[src/logic/ihs_pkg.sv]
`default_nettype none
package ihs_pkg;
    // byte framing
    localparam logic [3:0] BYTE_BITS = 4'h8;
    localparam logic [3:0] LAST_TX_BIT = 4'h7;
    // master code: upper five bits of the byte after a start
    localparam logic [4:0] MC_PREFIX = 5'h01;
    // fixed upper address nibble when the mode pin is low
    localparam logic [3:0] ADDR_FIXED_HI = 4'h5;
    localparam int ADR_PINS = 6;
    // strap sampling: cycles after reset release before the address is frozen
    localparam logic [1:0] STRAP_DELAY = 2'h2;
    // spike filter lengths in clock cycles, fast/standard and high speed
    localparam logic [1:0] FILT_FS_LEN = 2'h3;
    localparam logic [1:0] FILT_HS_LEN = 2'h1;
    localparam int FILT_CNT_W = 2;
    // slave states, gray along address -> ack -> write data
    typedef enum logic [2:0] {
        ST_IDLE = 3'h0,
        ST_ADDR = 3'h1,
        ST_ACK = 3'h3,
        ST_RX = 3'h2,
        ST_TX = 3'h6,
        ST_TXACK = 3'h7,
        ST_SKIP = 3'h5
    } ihs_state_e;
endpackage
`default_nettype wire

[src/logic/ihs_filt_if.sv]
`timescale 1ns/100ps
`default_nettype none
// one bus line after synchronising and spike filtering
interface ihs_filt_if;
    logic hs_sel;
    logic level;
    modport ctl (output hs_sel, input level);
    modport flt (input hs_sel, output level);
endinterface
`default_nettype wire

[src/logic/ihs_line_filter.sv]
`timescale 1ns/100ps
`default_nettype none
module ihs_line_filter
    import ihs_pkg::*;
#(
    parameter logic [FILT_CNT_W-1:0] FS_LEN = FILT_FS_LEN,
    parameter logic [FILT_CNT_W-1:0] HS_LEN = FILT_HS_LEN
)
(
    input wire logic clock,
    input wire logic rstn,
    input wire logic pin,
    ihs_filt_if.flt f
);
    typedef struct packed {
        logic s1;
        logic s2;
        logic lvl;
        logic [FILT_CNT_W-1:0] cnt;
    } ihs_filt_s;

    ihs_filt_s r;
    ihs_filt_s n;
    logic [FILT_CNT_W-1:0] len;

    // shorter filter in high speed: less suppression, less delay
    assign len = f.hs_sel ? HS_LEN : FS_LEN;
    assign f.level = r.lvl;

    // two-flop sync, then accept a new level only after len equal samples
    always_comb
    begin
        n = r;
        n.s1 = pin;
        n.s2 = r.s1;
        if (r.s2 != r.lvl)
        begin
            if (r.cnt + 1'b1 >= len)
            begin
                n.lvl = r.s2;
                n.cnt = '0;
            end
            else
            begin
                n.cnt = r.cnt + 1'b1;
            end
        end
        else
        begin
            n.cnt = '0;
        end
    end

    // idle bus is high
    always_ff @(posedge clock or negedge rstn)
    begin
        if (!rstn)
            r <= '{s1: 1'b1, s2: 1'b1, lvl: 1'b1, cnt: '0};
        else
            r <= n;
    end
endmodule
`default_nettype wire

[src/logic/ihs_i2c_slave.sv]
`timescale 1ns/100ps
`default_nettype none
module ihs_i2c_slave
    import ihs_pkg::*;
(
    input wire logic clock,
    input wire logic rstn,
    input wire logic scl_i,
    input wire logic sda_i,
    output logic sda_o,
    output logic sda_oe,
    input wire logic address_mode_select_pin,
    input wire logic [ADR_PINS-1:0] adr_pins,
    input wire logic force_high_speed_bit,
    output logic hs_mode,
    output logic filter_hs_sel,
    output logic slope_hs_sel,
    output logic [7:0] reg_addr,
    output logic [7:0] reg_wdata,
    output logic reg_we,
    output logic reg_re,
    input wire logic [7:0] reg_rdata
);
    typedef struct packed {
        ihs_state_e st;
        logic [3:0] bitc;
        logic [7:0] sh;
        logic rw;
        logic first;
        logic [7:0] ptr;
        logic [7:0] wdata;
        logic we;
        logic re;
        logic hs;
        logic mc;
        logic oe;
        logic scl_p;
        logic sda_p;
        logic mode_s1;
        logic mode_s2;
        logic [ADR_PINS-1:0] adr_s1;
        logic [ADR_PINS-1:0] adr_s2;
        logic [1:0] lat_cnt;
        logic latched;
        logic [6:0] dev;
    } ihs_core_s;
    // edge detectors start at the idle-high bus level, so no false edge after reset
    localparam ihs_core_s CORE_RST = '{st: ST_IDLE, scl_p: 1'b1, sda_p: 1'b1, default: '0};
    ihs_core_s r;
    ihs_core_s n;
    logic scl;
    logic sda;
    logic scl_rise;
    logic scl_fall;
    logic start_ev;
    logic stop_ev;
    logic hs_eff;
    ihs_filt_if scl_f ();
    ihs_filt_if sda_f ();
    ihs_line_filter u_scl_filt (
        .clock(clock),
        .rstn(rstn),
        .pin(scl_i),
        .f(scl_f)
    );
    ihs_line_filter u_sda_filt (
        .clock(clock),
        .rstn(rstn),
        .pin(sda_i),
        .f(sda_f)
    );
    // forced mode overrides the master-code state
    assign hs_eff = r.hs | force_high_speed_bit;
    assign scl_f.hs_sel = hs_eff;
    assign sda_f.hs_sel = hs_eff;
    assign scl = scl_f.level;
    assign sda = sda_f.level;
    // bus events from filtered levels
    assign scl_rise = scl & ~r.scl_p;
    assign scl_fall = ~scl & r.scl_p;
    assign start_ev = scl & r.scl_p & ~sda & r.sda_p;
    assign stop_ev = scl & r.scl_p & sda & ~r.sda_p;
    // open-drain: only ever pull low
    assign sda_o = 1'b0;
    assign sda_oe = r.oe;
    assign hs_mode = hs_eff;
    assign filter_hs_sel = hs_eff;
    assign slope_hs_sel = hs_eff;
    assign reg_addr = r.ptr;
    assign reg_wdata = r.wdata;
    assign reg_we = r.we;
    assign reg_re = r.re;

    // next state
    always_comb
    begin
        n = r;
        n.we = 1'b0;
        n.re = 1'b0;
        n.scl_p = scl;
        n.sda_p = sda;
        n.mode_s1 = address_mode_select_pin;
        n.mode_s2 = r.mode_s1;
        n.adr_s1 = adr_pins;
        n.adr_s2 = r.adr_s1;
        // straps frozen once, later pin changes ignored
        if (!r.latched)
        begin
            if (r.lat_cnt == STRAP_DELAY)
            begin
                n.latched = 1'b1;
                n.dev = r.mode_s2 ? {1'b0, r.adr_s2} : {ADDR_FIXED_HI, r.adr_s2[2:0]};
            end
            else
            begin
                n.lat_cnt = r.lat_cnt + 2'h1;
            end
        end
        if (stop_ev)
        begin
            n.st = ST_IDLE;
            n.oe = 1'b0;
            n.mc = 1'b0;
            n.hs = 1'b0;
        end
        else if (start_ev)
        begin
            // repeated start keeps hs untouched
            n.st = ST_ADDR;
            n.bitc = '0;
            n.oe = 1'b0;
            n.mc = 1'b0;
        end
        else
        begin
            case (r.st)
                ST_ADDR, ST_RX:
                begin
                    if (scl_rise && r.bitc != BYTE_BITS)
                    begin
                        n.sh = {r.sh[6:0], sda};
                        n.bitc = r.bitc + 4'h1;
                    end
                    else if (scl_fall && r.bitc == BYTE_BITS)
                    begin
                        n.bitc = '0;
                        if (r.st == ST_RX)
                        begin
                            n.oe = 1'b1;
                            n.st = ST_ACK;
                            n.first = 1'b0;
                            if (r.first)
                                n.ptr = r.sh;
                            else
                            begin
                                n.we = 1'b1;
                                n.wdata = r.sh;
                            end
                        end
                        else if (r.latched && r.sh[7:1] == r.dev)
                        begin
                            n.oe = 1'b1;
                            n.st = ST_ACK;
                            n.rw = r.sh[0];
                            n.first = ~r.sh[0];
                        end
                        else if (r.sh[7:3] == MC_PREFIX && !hs_eff)
                        begin
                            // master code is never acknowledged by a slave
                            n.mc = 1'b1;
                            n.st = ST_SKIP;
                        end
                        else
                        begin
                            n.st = ST_SKIP;
                        end
                    end
                end
                ST_ACK, ST_TXACK:
                begin
                    if (r.st == ST_TXACK && scl_rise && sda)
                    begin
                        n.st = ST_SKIP;
                    end
                    else if (scl_fall)
                    begin
                        n.bitc = '0;
                        if (r.rw)
                        begin
                            // same pointer every byte: fifo drain or polling
                            n.sh = reg_rdata;
                            n.re = 1'b1;
                            n.oe = ~reg_rdata[7];
                            n.st = ST_TX;
                        end
                        else
                        begin
                            n.oe = 1'b0;
                            n.st = ST_RX;
                        end
                    end
                end
                ST_TX:
                begin
                    if (scl_fall)
                    begin
                        if (r.bitc == LAST_TX_BIT)
                        begin
                            n.oe = 1'b0;
                            n.st = ST_TXACK;
                        end
                        else
                        begin
                            n.bitc = r.bitc + 4'h1;
                            n.sh = {r.sh[6:0], 1'b0};
                            n.oe = ~r.sh[6];
                        end
                    end
                end
                ST_SKIP:
                begin
                    n.oe = 1'b0;
                    // hs only after the master code got its not-acknowledge
                    if (r.mc && scl_rise)
                    begin
                        n.mc = 1'b0;
                        n.hs = sda;
                    end
                end
                default:
                begin
                    n.oe = 1'b0;
                end
            endcase
        end
    end

    // reset lands in fast/standard, idle
    always_ff @(posedge clock or negedge rstn)
    begin
        if (!rstn)
            r <= CORE_RST;
        else
            r <= n;
    end
endmodule
`default_nettype wire

[config.mk]
export PLATFORM = sky130hd
export DESIGN_NAME = ihs_i2c_slave
export DESIGN_NICKNAME = d
export VERILOG_FILES = /design/src/logic/ihs_pkg.sv /design/src/logic/ihs_filt_if.sv /design/src/logic/ihs_line_filter.sv /design/src/logic/ihs_i2c_slave.sv
export SDC_FILE = /design/constraint.sdc
export NUM_CORES = 1
export LEC_CHECK = 0
export ABC_CLOCK_PERIOD_IN_PS = 2390
export BUFFER_PORTS_ARGS = -buffer_cell sky130_fd_sc_hd__buf_2
export CAP_MARGIN = 20
export CORE_MARGIN = 5
export CORE_UTILIZATION = 30
export CTS_CLUSTER_DIAMETER = 60
export CTS_CLUSTER_SIZE = 24
export DETAILED_ROUTE_END_ITERATION = 8
export PLACE_DENSITY = 0.47
export SLEW_MARGIN = 20
export SYNTH_ARGS = -nofsm -noshare
export SYNTH_HDL_FRONTEND = slang
export SYNTH_SLANG_ARGS = --single-unit
[constraint.sdc]
create_clock -name clock -period 2.39 [get_ports clock]
set_input_delay 0.239 -clock clock [delete_from_list [all_inputs] [get_ports clock]]
set_output_delay 0.239 -clock clock [all_outputs]
set_load 0.01 [all_outputs]
* Yosys cells after proc, flatten, opt, wreduce, memory -nomap -nowiden *
Index checks and enable logic that the tools add are counted.

operators by class
  add/sub/neg operators = 4
  order comparisons = 2
  equality and inequality tests = 38
  multiplexer cells = 56
  bitwise operators = 22
  reduce and logical (&&, ||, !) cells = 31

operators by type and width
  kind                 count
  $ne 4x4->1 const B   12
  $pmux 15 s3          1
  $reduce_and 7->1     5
  $mux 8               4
  $mux 15              2
  $mux 3               9
  $mux 12              2
  $mux 1               22
  $mux 2               10
  $reduce_and 6->1     3
  $mux 7               2
  $not 1->1            14
  $ne 2x2->1 const B   6
  $ne 3x3->1 const B   4
  $ne 5x5->1 const B   2
  $eq 3x3->1 const B   3
  $reduce_and 9->1     1
  $reduce_and 2->1     4
  $reduce_bool 4->1    2
  $and 1x1->1          7
  $eq 7x7->1           1
  $logic_and 1x1->1    7
  $add 2x1->2 const B  3
  $eq 3x2->1 const B   2
  other kinds (20)     25

word-level totals
  bits in registers = 74
  input bits = 20

* Longest topological paths before layout *
Gate-level depths: netlist of run 1.

  depth after elaboration = 11
  gate-level depth with buffers = 8
  depth with buffers taken out = 7

* Modules after synthesis *
Synthesis of run 1 repeated with hierarchy kept, for this count alone.

unflattened totals
  cell total of the unflattened synthesis = 286
  area total of the unflattened synthesis = 3350.7 um^2

by module, submodules not included
  module           times used  cells each  area an instance (um^2)
  ihs_i2c_slave    1           264         3002.9
  ihs_line_filter  2           11          173.9

* Worst setup path before layout of run 1 *
No wires, ideal clock.

  path kind = flip-flop to flip-flop
  start = reg r[57] (netlist bit)
  end = reg r, in the netlist reg_wdata[0]
  setup time = 125 ps
  arrival = 1734 ps
  setup slack = 532 ps
  stages on the path, launching flop included = 8
  cell sequence = dfrtp_1 -> inv_1 -> ha_1 -> nand3b_1 -> or2_1 -> buf_6 -> nor3_4 -> mux2_2

between the ends
  cells in the longest elaborated chain, start to end = 4
  elaborated cells on any way between the ends = 6

ends and longest elaborated chain
  element                                RTL line              source
  start: declaration                     ihs_i2c_slave.sv:49   ihs_core_s r;
  start signal: assignment               ihs_i2c_slave.sv:244  r <= n;
  $ne 4x4->1                             ihs_i2c_slave.sv:139  if (scl_rise && r.bitc != BYTE_BITS)
  $logic_and 1x1->1                      ihs_i2c_slave.sv:139
  $not 1->1 (no source line)             n/a
  $reduce_and 7->1 (no source line) (*)  n/a

Mark *: on every way between the ends. The rest lies on a longest branch, timed or not.
A chain may end at the register's enable or synchronous reset.

* Worst setup path in the final report of run 1 *
  start = reg r[57] (netlist bit)
  end = reg r, in the netlist reg_wdata[2]

The elaborated chain is that of the path after synthesis.

==> flow_summary.json, run 1 <==
{
  "synth_area_sq_um": 3337,
  "worst-path-max-fanout": 9,
  "fin_crit_sh_pct": 88.17,
  "dieHeight_um": 115.5,
  "yosys.area.top_type": "dfrtp_1",
  "status": "completed",
  "dieArea_sq_um": 13330,
  "hold_violations": 0,
  "numCtsBuffers": 9,
  "boundaryPins": 43,
  "std_cell_rows": 38,
  "first_global_vias": 2303,
  "power_per_cell_area_nw_per_um2": 839.4,
  "clock_sinks": 73,
  "clock_latency_ns": 0.34,
  "drtAntennaViolNets": 0,
  "clockBufferDepth": 2,
  "worst_pin_slew_ns": 0.5374,
  "yosys.cell_count.top_type": "dfrtp_1",
  "synth-edff-count": 0,
  "synth.yosys.seq_area_share_pct": 55.04,
  "layout-drive-gt1-share_pct": 31.83,
  "synth_top_flop_cell": "dfrtp_1",
  "drtIter0Drc": 82,
  "skew_ns": 0.008465,
  "synth-seq-cells": 73,
  "crit_arrival_ns": 2.34,
  "hp-class": "input port to flip-flop",
  "critPathKind": "flip-flop to flip-flop",
  "yosysTopAreaCellShare_pct": 48.74,
  "cts_tree": "done",
  "port_buffers": 41,
  "wl_met3_um": 316,
  "root_buffer": "clkbuf_8",
  "met1_length_mm": 3.378,
  "cap_violations": 0,
  "diodes": 0,
  "highest_layer": "met4",
  "drc_errors": 0,
  "tns_ns": 0,
  "syn_area_per_cell_sq_um": 11.59,
  "finalNetCount": 352,
  "synth-async-reset-ratio_pct": 100.0,
  "grt_pass1_wl_mm": 11.49,
  "vias": 2208,
  "synthesis.nets": 311,
  "yosys_warnings": 0,
  "vias_per_cell": 4.668,
  "dr_wl_met2_mm": 3.110,
  "initial_utilization_pct": 30.65,
  "nFillCells": 1092,
  "gp_congestion": 0.8596,
  "vdd_ir_drop_max_mv": 0.3708,
  "rsz0062_at_grt": "no",
  "max_freq_mhz": 474.5,
  "slew_headroom_pct": 64.17,
  "wl_per_cell_um": 14.57,
  "grt-ovfl-total": 0,
  "firstDrtPassIters": 4,
  "clk_pin_slew_ns": 0.08,
  "synth.distinct_cells": 54,
  "totalWireLength_mm": 6.893,
  "start_kind": "flip-flop",
  "drv_slew": 0,
  "dieWidth_um": 115.5,
  "fin_crit_ns": 2.107,
  "crit_path_end_kind": "flip-flop",
  "synthToLayoutAreaGrowth_pct": 17.55,
  "grt_max_degree": 27,
  "antenna_found_initial": 0,
  "synth_commonest_cells": "65 x dfrtp_1, 28 x mux2_2, 22 x nand2_1",
  "grt_use_total_pct": 11.01,
  "core-area_sq_um": 10890,
  "dp.final_hpwl_mm": 4.998,
  "required_ns": 2.62,
  "synthTopCellsByArea": "dfrtp_1 49%, mux2_2 9.4%, dfstp_2 6.3%",
  "p_leak_nw": 1.790,
  "htreeDepth": 3,
  "finalSetupViolCount": 0,
  "syn_inst": 288,
  "power.total_mw": 3.293
}
==> metal layers <==
metal | global-route usage [%] | vias to the layer above
met1 | 15.12 | 1075
met4 | 4.304 | 0
li1 | - | 1064
met5 | 0 | -
met2 | 16.59 | 58
met3 | 2.977 | 11
==> repair_timing <==
action,in CTS,in global routing
buffers inserted,0,0
resized for setup,0,0
hold endpoints to repair,22,0
hold buffers,10,0
setup endpoints to repair,0,0
==> worst max-delay path: stages, from the launching register on <==
cell,delay (ns)
dfrtp_1,0.41
inv_1,0.08
ha_1,0.16
nand3b_1,0.16
or2_1,0.37
nor3_4,0.42
mux2_2,0.39
==> sequential cells by signal, indices dropped and copies added (netlist names) <==
signal and count:
n 7, reg_wdata 8, reg_we 1, reg_re 1, r 37, u_sda_filt.r 3
u_scl_filt.n 1, u_sda_filt.f.level 1, reg_addr 8, sda_oe 1, u_scl_filt.f.level 1, u_scl_filt.r 3
u_sda_filt.n 1
==> metrics by stage <==
stage                     instance area, sq um  cells  hold WS, ns  worst slack (ns)  utilization [%]
after floorplan                           3337    288     -0.05659            0.5316                -
after global placement                    3581    448       0.2692            0.3209            32.89
after detailed placement                  3581    448       0.2636            0.2692            32.89
after CTS                                 3923    473       0.1990            0.2738            36.03
after global routing                      3923    473       0.2204            0.1668            36.03
final                                     3923    473       0.2078            0.2827            36.03
==> power by group <==
part	leakage, nW	total, mW	internal (mW)	switching, mW
registers	0.911	1.52	1.37	0.154
logic	0.758	0.600	0.300	0.300
clock network	0.122	1.17	0.717	0.454
total	1.79	3.29	2.38	0.908
==> cell usage in the layout, fill, tap and decap left out, types with 3 or more instances in the layout <==
| cell | Yosys | final |
|---|---|---|
| mux2i_1 | 4 | 4 |
| nand3_1 | 7 | 7 |
| nand2_1 | 22 | 22 |
| nor3_1 | 3 | 3 |
| ha_1 | 3 | 3 |
| buf_2 | 4 | 41 |
| bufinv_16 | 0 | 3 |
| nor2b_1 | 5 | 5 |
| and3_1 | 4 | 4 |
| dfstp_2 | 8 | 8 |
| a22oi_1 | 4 | 4 |
| inv_1 | 9 | 9 |
| nor2_1 | 14 | 14 |
| xor2_1 | 8 | 8 |
| mux2_2 | 28 | 28 |
| o21ai_0 | 15 | 15 |
| dfrtp_1 | 65 | 65 |
| buf_4 | 19 | 7 |
| nand4_1 | 4 | 4 |
| a21oi_1 | 8 | 8 |
| xnor2_1 | 3 | 3 |
| nand2b_1 | 4 | 4 |
| and2_1 | 3 | 3 |
| clkbuf_8 | 0 | 10 |
| dlygate4sd3_1 | 0 | 10 |
==> cells by family (layout without fill, tap and decap cells) <==
kind of cell	after synthesis	after routing	share of synthesized area, %
and+or+nand+nor	85	85	14.36
DFF	73	73	55.04
AOI/OAI and AO/OA	45	45	8.812
buffers and inverters	37	82	6.674
xor gates and xnor gates	11	11	2.887
other	1	1	0.1124
muxes	33	33	10.99
adders and majority gates	3	3	1.125
==> path summary, 6_finish.rpt <==
check / from / to / slack (ns) / cells past startpoint
setup / recovery: r[57] / reg_wdata[2] / 0.28 / 6
hold reg to reg: n[13] / r[13] / 0.35 / 0
max in group asynchronous: rstn / reg_wdata[3] / 1.22 / 3
min in group asynchronous: rstn / u_scl_filt.r[0] / 0.41 / 2
hold / removal: reg_rdata[6] / r[55] / 0.21 / 3
setup reg to reg: r[57] / reg_wdata[2] / 0.28 / 6
==> cell type report <==
type	instances	area, sq um	area share, %
clock inverters	5	103.9	2.648
flip-flops and latches	73	1837	46.83
multi-input cells	178	1277	32.57
well taps	140	175.2	4.466
repair buffers	58	357.8	9.123
inverters	9	33.78	0.8612
clock buffers	10	137.6	3.509
No activity file was read; power rests on OpenSTA's default activity.
==> run 2: changes to the inputs <==
Settings changed: GPL_TIMING_DRIVEN from default to 0, SYNTH_HIERARCHICAL from default to 1.
==> flow_summary.json, run 2 <==
{
  "clock_latency_ns": 0.34,
  "initial_utilization_pct": 30.77,
  "status": "completed",
  "port_buffers": 41,
  "cts_tree": "done",
  "worstSetupEndpoint": "r[61]",
  "yosys_warnings": 6,
  "placed_area_sq_um": 3761,
  "power_frac_comb_pct": 17.1,
  "switchingPower_mw": 0.9058,
  "synthToLayoutAreaGrowth_pct": 21.06,
  "totalWireLength_mm": 6.618,
  "max_freq_mhz": 439.2,
  "syn_area_per_cell_sq_um": 11.72,
  "start_kind": "flip-flop",
  "fin_crit_sh_pct": 95.26,
  "grt_max_degree": 55,
  "synthTopCellsByArea": "dfrtp_1 49%, mux2_2 10%, dfstp_2 6.3%",
  "required_ns": 2.61,
  "drtAntennaViolNets": 0,
  "grt-ovfl-total": 0,
  "vdd_ir_drop_max_mv": 0.3808,
  "power_per_cell_area_nw_per_um2": 724.8,
  "synthesis.nets": 309,
  "yosys.area.top_type": "dfrtp_1",
  "seqPwrFrac_pct": 52.4,
  "diodes": 0,
  "grt_use_total_pct": 10.78,
  "worstReg2RegEnd": "r[61]",
  "slew_headroom_pct": 65.92,
  "largest_register": "r",
  "p_int_mw": 2.034,
  "clkPwrFrac_pct": 30.5,
  "wl_per_cell_um": 13.40,
  "dieArea_sq_um": 13380,
  "synth-edff-count": 0,
  "vias": 2224,
  "drc_errors": 0,
  "p_leak_nw": 1.892,
  "synth_top_flop_cell": "dfrtp_1",
  "crit_path_end_kind": "flip-flop",
  "final_common_cell": "dfrtp_1",
  "synth_area_sq_um": 3351,
  "htreeDepth": 3,
  "finalNetCount": 372,
  "post_cts_buffers": 0,
  "switching_share_pct": 30.81,
  "clockBufferDepth": 2,
  "std_cell_rows": 38,
  "crit_start": "u_sda_filt/f.level",
  "drv_slew": 0,
  "cap_violations": 0,
  "layout-drive-gt1-share_pct": 37.57,
  "finalSetupViolCount": 0,
  "vias_per_cell": 4.502,
  "clk_pin_slew_ns": 0.09,
  "nFillCells": 1081,
  "drtIter0Drc": 66,
  "hold_slack_ns": 0.2363,
  "numCtsBuffers": 9,
  "core-area_sq_um": 10890,
  "boundaryPins": 43,
  "tns_ns": 0,
  "stdcell_count": 494,
  "synth-seq-cells": 73,
  "root_buffer": "clkbuf_8",
  "syn_inst": 286,
  "dp.cells": 468,
  "fin_crit_ns": 2.277,
  "clock_sinks": 73,
  "gp_congestion": 0.8180,
  "dp.final_hpwl_mm": 4.737,
  "crit_arrival_ns": 2.50,
  "rsz0062_at_grt": "no",
  "yosys.cell_count.top_type": "dfrtp_1",
  "worst-path-max-fanout": 8,
  "largest_reg_flops": 37,
  "fin_util_pct": 37.26,
  "design_area_sq_um": 4056,
  "rr_startpoint": "u_sda_filt/f.level",
  "synth-async-reset-ratio_pct": 100.0,
  "hp-class": "input port to flip-flop",
  "first_global_vias": 2216,
  "grt_pass1_wl_mm": 11.03,
  "dieHeight_um": 115.7,
  "r2r_slack_ns": 0.11,
  "hold_violations": 0,
  "final_cell_mix": "65 x dfrtp_1, 44 x buf_2, 31 x mux2_2",
  "worst_pin_slew_ns": 0.5107,
  "synth_commonest_cells": "65 x dfrtp_1, 31 x mux2_2, 21 x nand2_1",
  "synth.yosys.seq_area_share_pct": 54.82,
  "firstDrtPassIters": 4,
  "synth.distinct_cells": 50,
  "yosysTopAreaCellShare_pct": 48.54,
  "worst-r2r-cell-count": 6,
  "dieWidth_um": 115.7,
  "skew_ns": 0.008517,
  "critPathKind": "flip-flop to flip-flop",
  "antenna_found_initial": 0
}
-- run 2: cell count changes after synthesis, sizes merged, moves of 4 or more --
cell | previous run | this run
and3b | 1 | 5
a31oi | 1 | 5
a22oi | 4 | 0
and3 | 4 | 0
mux2 | 29 | 36
-- run 2: worst min path at each step --
stage,from,endpoint,slack (ns),depth (start not counted)
2_1_floorplan,rstn,n[10],-0.06,0
3_3_place_gp,n[12],r[12],0.33,0
3_5_place_dp,rstn,n[11],0.15,1
4_1_cts,reg_rdata[1],r[50],0.22,3
5_1_grt,reg_rdata[1],r[50],0.23,3
6_report,reg_rdata[1],r[50],0.24,3
-- run 2: cell families (layout without fill, tap and decap cells) --
logic type / Yosys count / in the layout / share of synthesized area [%]
mux: 37 / 37 / 12.40
buf+inv: 38 / 106 / 6.759
other cells: 1 / 1 / 0.1119
xor+xnor: 11 / 11 / 2.875
simple gates: 75 / 75 / 12.44
compound gates: 48 / 48 / 9.485
fa+ha+maj: 3 / 3 / 1.120
flops: 73 / 73 / 54.82
-- run 2: power groups by stage --
stage               Clock (mW)  Combinational, mW  Sequential [mW]
finish                   0.896              0.502             1.54
CTS                      0.951              0.508             1.55
floorplan                    0              0.370             1.50
global placement             0              0.479             1.57
detailed placement           0              0.491             1.57
global route             0.990              0.572             1.57
-- run 2: worst max-delay path, cell delays in order (launching register included) --
cell and delay, ns:
dfstp_2 0.56, buf_2 0.21, and4b_1 0.30, a311oi_1 0.14
or4_4 0.58, a221oi_2 0.30, a31oi_1 0.06
-- run 2: layer usage --
layer	track usage, %	routed length (um)
met5	0	0
met3	3.238	337
met1	14.31	3194
met2	16.63	2962
met4	4.176	124
-- run 2: cell type report --
class	count	area, sq um	area share (%)
flip-flops and latches	73	1837	45.28
repair buffers	52	335.3	8.267
clock inverters	7	61.31	1.511
inverters	8	30.03	0.7403
multi-input cells	175	1297	31.99
plain buffers	30	196.4	4.843
well taps	140	175.2	4.318
clock buffers	9	123.9	3.054
-- run 2: stage by stage --
stage               total power [mW]  worst slack (ns)
floorplan                      1.869            0.3609
global placement               2.046            0.1204
detailed placement             2.065            0.1200
CTS                            3.006            0.1145
global route                   3.131           0.03539
finish                         2.940            0.1133
-- run 2: timing repair --
item,CTS,global route
hold endpoints to repair,21,0
hold buffers,10,0
resized for setup,0,2
setup endpoints to repair,0,2
==> run 3: changes to the inputs <==
Settings changed: ABC_AREA from default to 1.
==> flow_summary.json, run 3 <==
{
  "final_common_cell": "nand2_1",
  "synth-async-reset-ratio_pct": 100.0,
  "tns_ns": 0,
  "clock_latency_ns": 0.34,
  "root_buffer": "clkbuf_16",
  "cpMostUsedCell": "nand2_1",
  "synth_commonest_cells": "123 x nand2_1, 65 x dfrtp_1, 51 x inv_1",
  "vias": 2811,
  "required_ns": 2.61,
  "grt-ovfl-total": 0,
  "diodes": 0,
  "wl_per_cell_um": 12.48,
  "max_stage_delay_ns": 0.58,
  "yosysTopAreaCellShare_pct": 45.30,
  "max_freq_mhz": 533.1,
  "totalWireLength_mm": 8.109,
  "yosys.area.top_type": "dfrtp_1",
  "critPathKind": "flip-flop to flip-flop",
  "yosys.cell_count.top_type": "nand2_1",
  "yosys_warnings": 6,
  "dieArea_sq_um": 14260,
  "crit_chain": "inv_1 -> nor2_1 -> nand2_1 -> nand2_1 -> o21ai_1 -> nor2_2 -> nand2_4 -> buf_6 -> nand2_1 -> o21ai_1",
  "dieWidth_um": 119.4,
  "switchingPower_mw": 1.606,
  "boundaryPins": 43,
  "worst-path-max-fanout": 10,
  "syn_area_per_cell_sq_um": 8.236,
  "numCtsBuffers": 9,
  "power.total_mw": 4.385,
  "synth.distinct_cells": 30,
  "grt_pass1_wl_mm": 13.90,
  "finalSetupViolCount": 0,
  "fin_crit_sh_pct": 78.48,
  "p_int_mw": 2.779,
  "cap_violations": 0,
  "seqCellArea_sq_um": 1837,
  "cts_tree": "done",
  "drc_errors": 0,
  "skew_ns": 0.006507,
  "initial_utilization_pct": 30.27,
  "clockBufferDepth": 2,
  "hold_violations": 0,
  "switching_share_pct": 36.62,
  "largest_register": "r",
  "synth_top_flop_cell": "dfrtp_1",
  "largest_reg_flops": 37,
  "drtAntennaViolNets": 0,
  "grt_use_total_pct": 12.34,
  "crit_slowest_cell": "dfstp_2",
  "clock_sinks": 73,
  "status": "completed",
  "seqPwrFrac_pct": 37.0,
  "std_cell_rows": 40,
  "rsz0062_at_grt": "no",
  "htreeDepth": 3,
  "final_cell_mix": "123 x nand2_1, 65 x dfrtp_1, 51 x inv_1",
  "vias_per_cell": 4.325,
  "synthTopCellsByArea": "dfrtp_1 45%, nand2_1 13%, dfstp_2 5.9%",
  "drtIter0Drc": 146,
  "start_kind": "flip-flop",
  "port_buffers": 41,
  "synth_area_sq_um": 3591,
  "clk_pin_slew_ns": 0.06,
  "p_leak_nw": 2.350,
  "core-area_sq_um": 11860,
  "synth-seq-cells": 73,
  "multi_input_area_sq_um": 1329,
  "finalNetCount": 521,
  "crit_path_end_kind": "flip-flop",
  "synthToLayoutAreaGrowth_pct": 22.75,
  "fin_crit_ns": 1.876,
  "crit_arrival_ns": 2.09,
  "synth-edff-count": 0,
  "syn_inst": 436,
  "power_frac_comb_pct": 31.3,
  "hp-class": "input port to flip-flop",
  "antenna_found_initial": 0,
  "layout-drive-gt1-share_pct": 24.85,
  "clkPwrFrac_pct": 31.8,
  "dp.final_hpwl_mm": 5.853,
  "synth.yosys.seq_area_share_pct": 51.15,
  "cts-resized-gates": 0,
  "vdd_ir_drop_max_mv": 0.3541,
  "first_global_vias": 2841,
  "synthesis.nets": 459,
  "grt_max_degree": 47,
  "nFillCells": 1215,
  "firstDrtPassIters": 4,
  "drv_slew": 0,
  "gp_congestion": 0.8521,
  "power_per_cell_area_nw_per_um2": 994.7,
  "dieHeight_um": 119.4
}
==> run 3: cell type report <==
cell class	instances	area share [%]
inverter	61	5.194
timing repair buffer	51	7.380
clock inverter	3	1.079
multi-input combinational	277	30.14
tap	147	4.173
clock buffer	13	5.904
buffer	25	4.456
sequential	73	41.67
==> run 3: logic make-up after synthesis <==
logic type / count (synthesis) / synth area share (%)
other: 1 / 0.1044
adder cells (fa/ha/maj): 3 / 1.045
AO/OA/AOI/OAI: 58 / 9.826
buffers and inverters: 86 / 11.85
AND/OR/NAND/NOR: 210 / 24.81
XOR/XNOR: 5 / 1.220
flip-flops: 73 / 51.15
==> run 3: per-layer routing <==
metal | wire [um] | vias to the layer above | GRT usage, % | share of wire (%)
met3 | 397 | 8 | 3.086 | 4.9
met4 | 113 | 0 | 5.727 | 1.4
met5 | 0 | - | 0 | 0
li1 | - | 1470 | - | -
met2 | 3681 | 54 | 18.93 | 45
met1 | 3917 | 1279 | 16.34 | 48
==> run 3: path summary, 6_finish.rpt <==
path	startpoint	endpoint	slack, ns	cells after the start
worst min-delay path	address_mode_select_pin	n[22]	0.01	1
max in group asynchronous	rstn	r[24]	1.40	3
worst max-delay path	u_scl_filt/f.level	r[50]	0.51	10
min in group asynchronous	rstn	r[22]	0.37	2
worst min register to register	n[22]	r[22]	0.35	0
worst max register to register	u_scl_filt/f.level	r[50]	0.51	10
==> run 3: worst max-delay path, delay by kind of cell (launching register included) <==
kind                   cells  cell delay (ns)
flip-flops                 1             0.58
buffers and inverters      2             0.24
AO/OA/AOI/OAI              2             0.15
AND/OR/NAND/NOR            6             0.79
==> run 3: what timing repair did <==
action,4_1_cts,5_1_grt
setup endpoints to repair,0,0
buffers inserted,0,0
hold endpoints to repair,35,0
hold buffers,9,0
==> run 3: power by group through the flow <==
stage / Combinational (mW) / Sequential [mW] / Clock [mW]
after detailed placement: 1.36 / 1.64 / 0
after global routing: 1.61 / 1.65 / 1.48
after floorplan: 1.04 / 1.59 / 0
after global placement: 1.34 / 1.64 / 0
after CTS: 1.38 / 1.62 / 1.43
final: 1.37 / 1.62 / 1.39
==> run 3: through the flow <==
step	instances	instance area (sq um)	hold WS [ns]	worst slack, ns	utilization (%)
after CTS	650	4408	0.001044	0.5213	37.16
final	650	4408	0.01049	0.5143	37.16
after global placement	624	3980	0.3330	0.5432	33.55
after floorplan	436	3591	-0.05659	0.7395	-
after global routing	650	4408	0.007056	0.3133	37.16
after detailed placement	625	4010	0.1937	0.5362	33.81
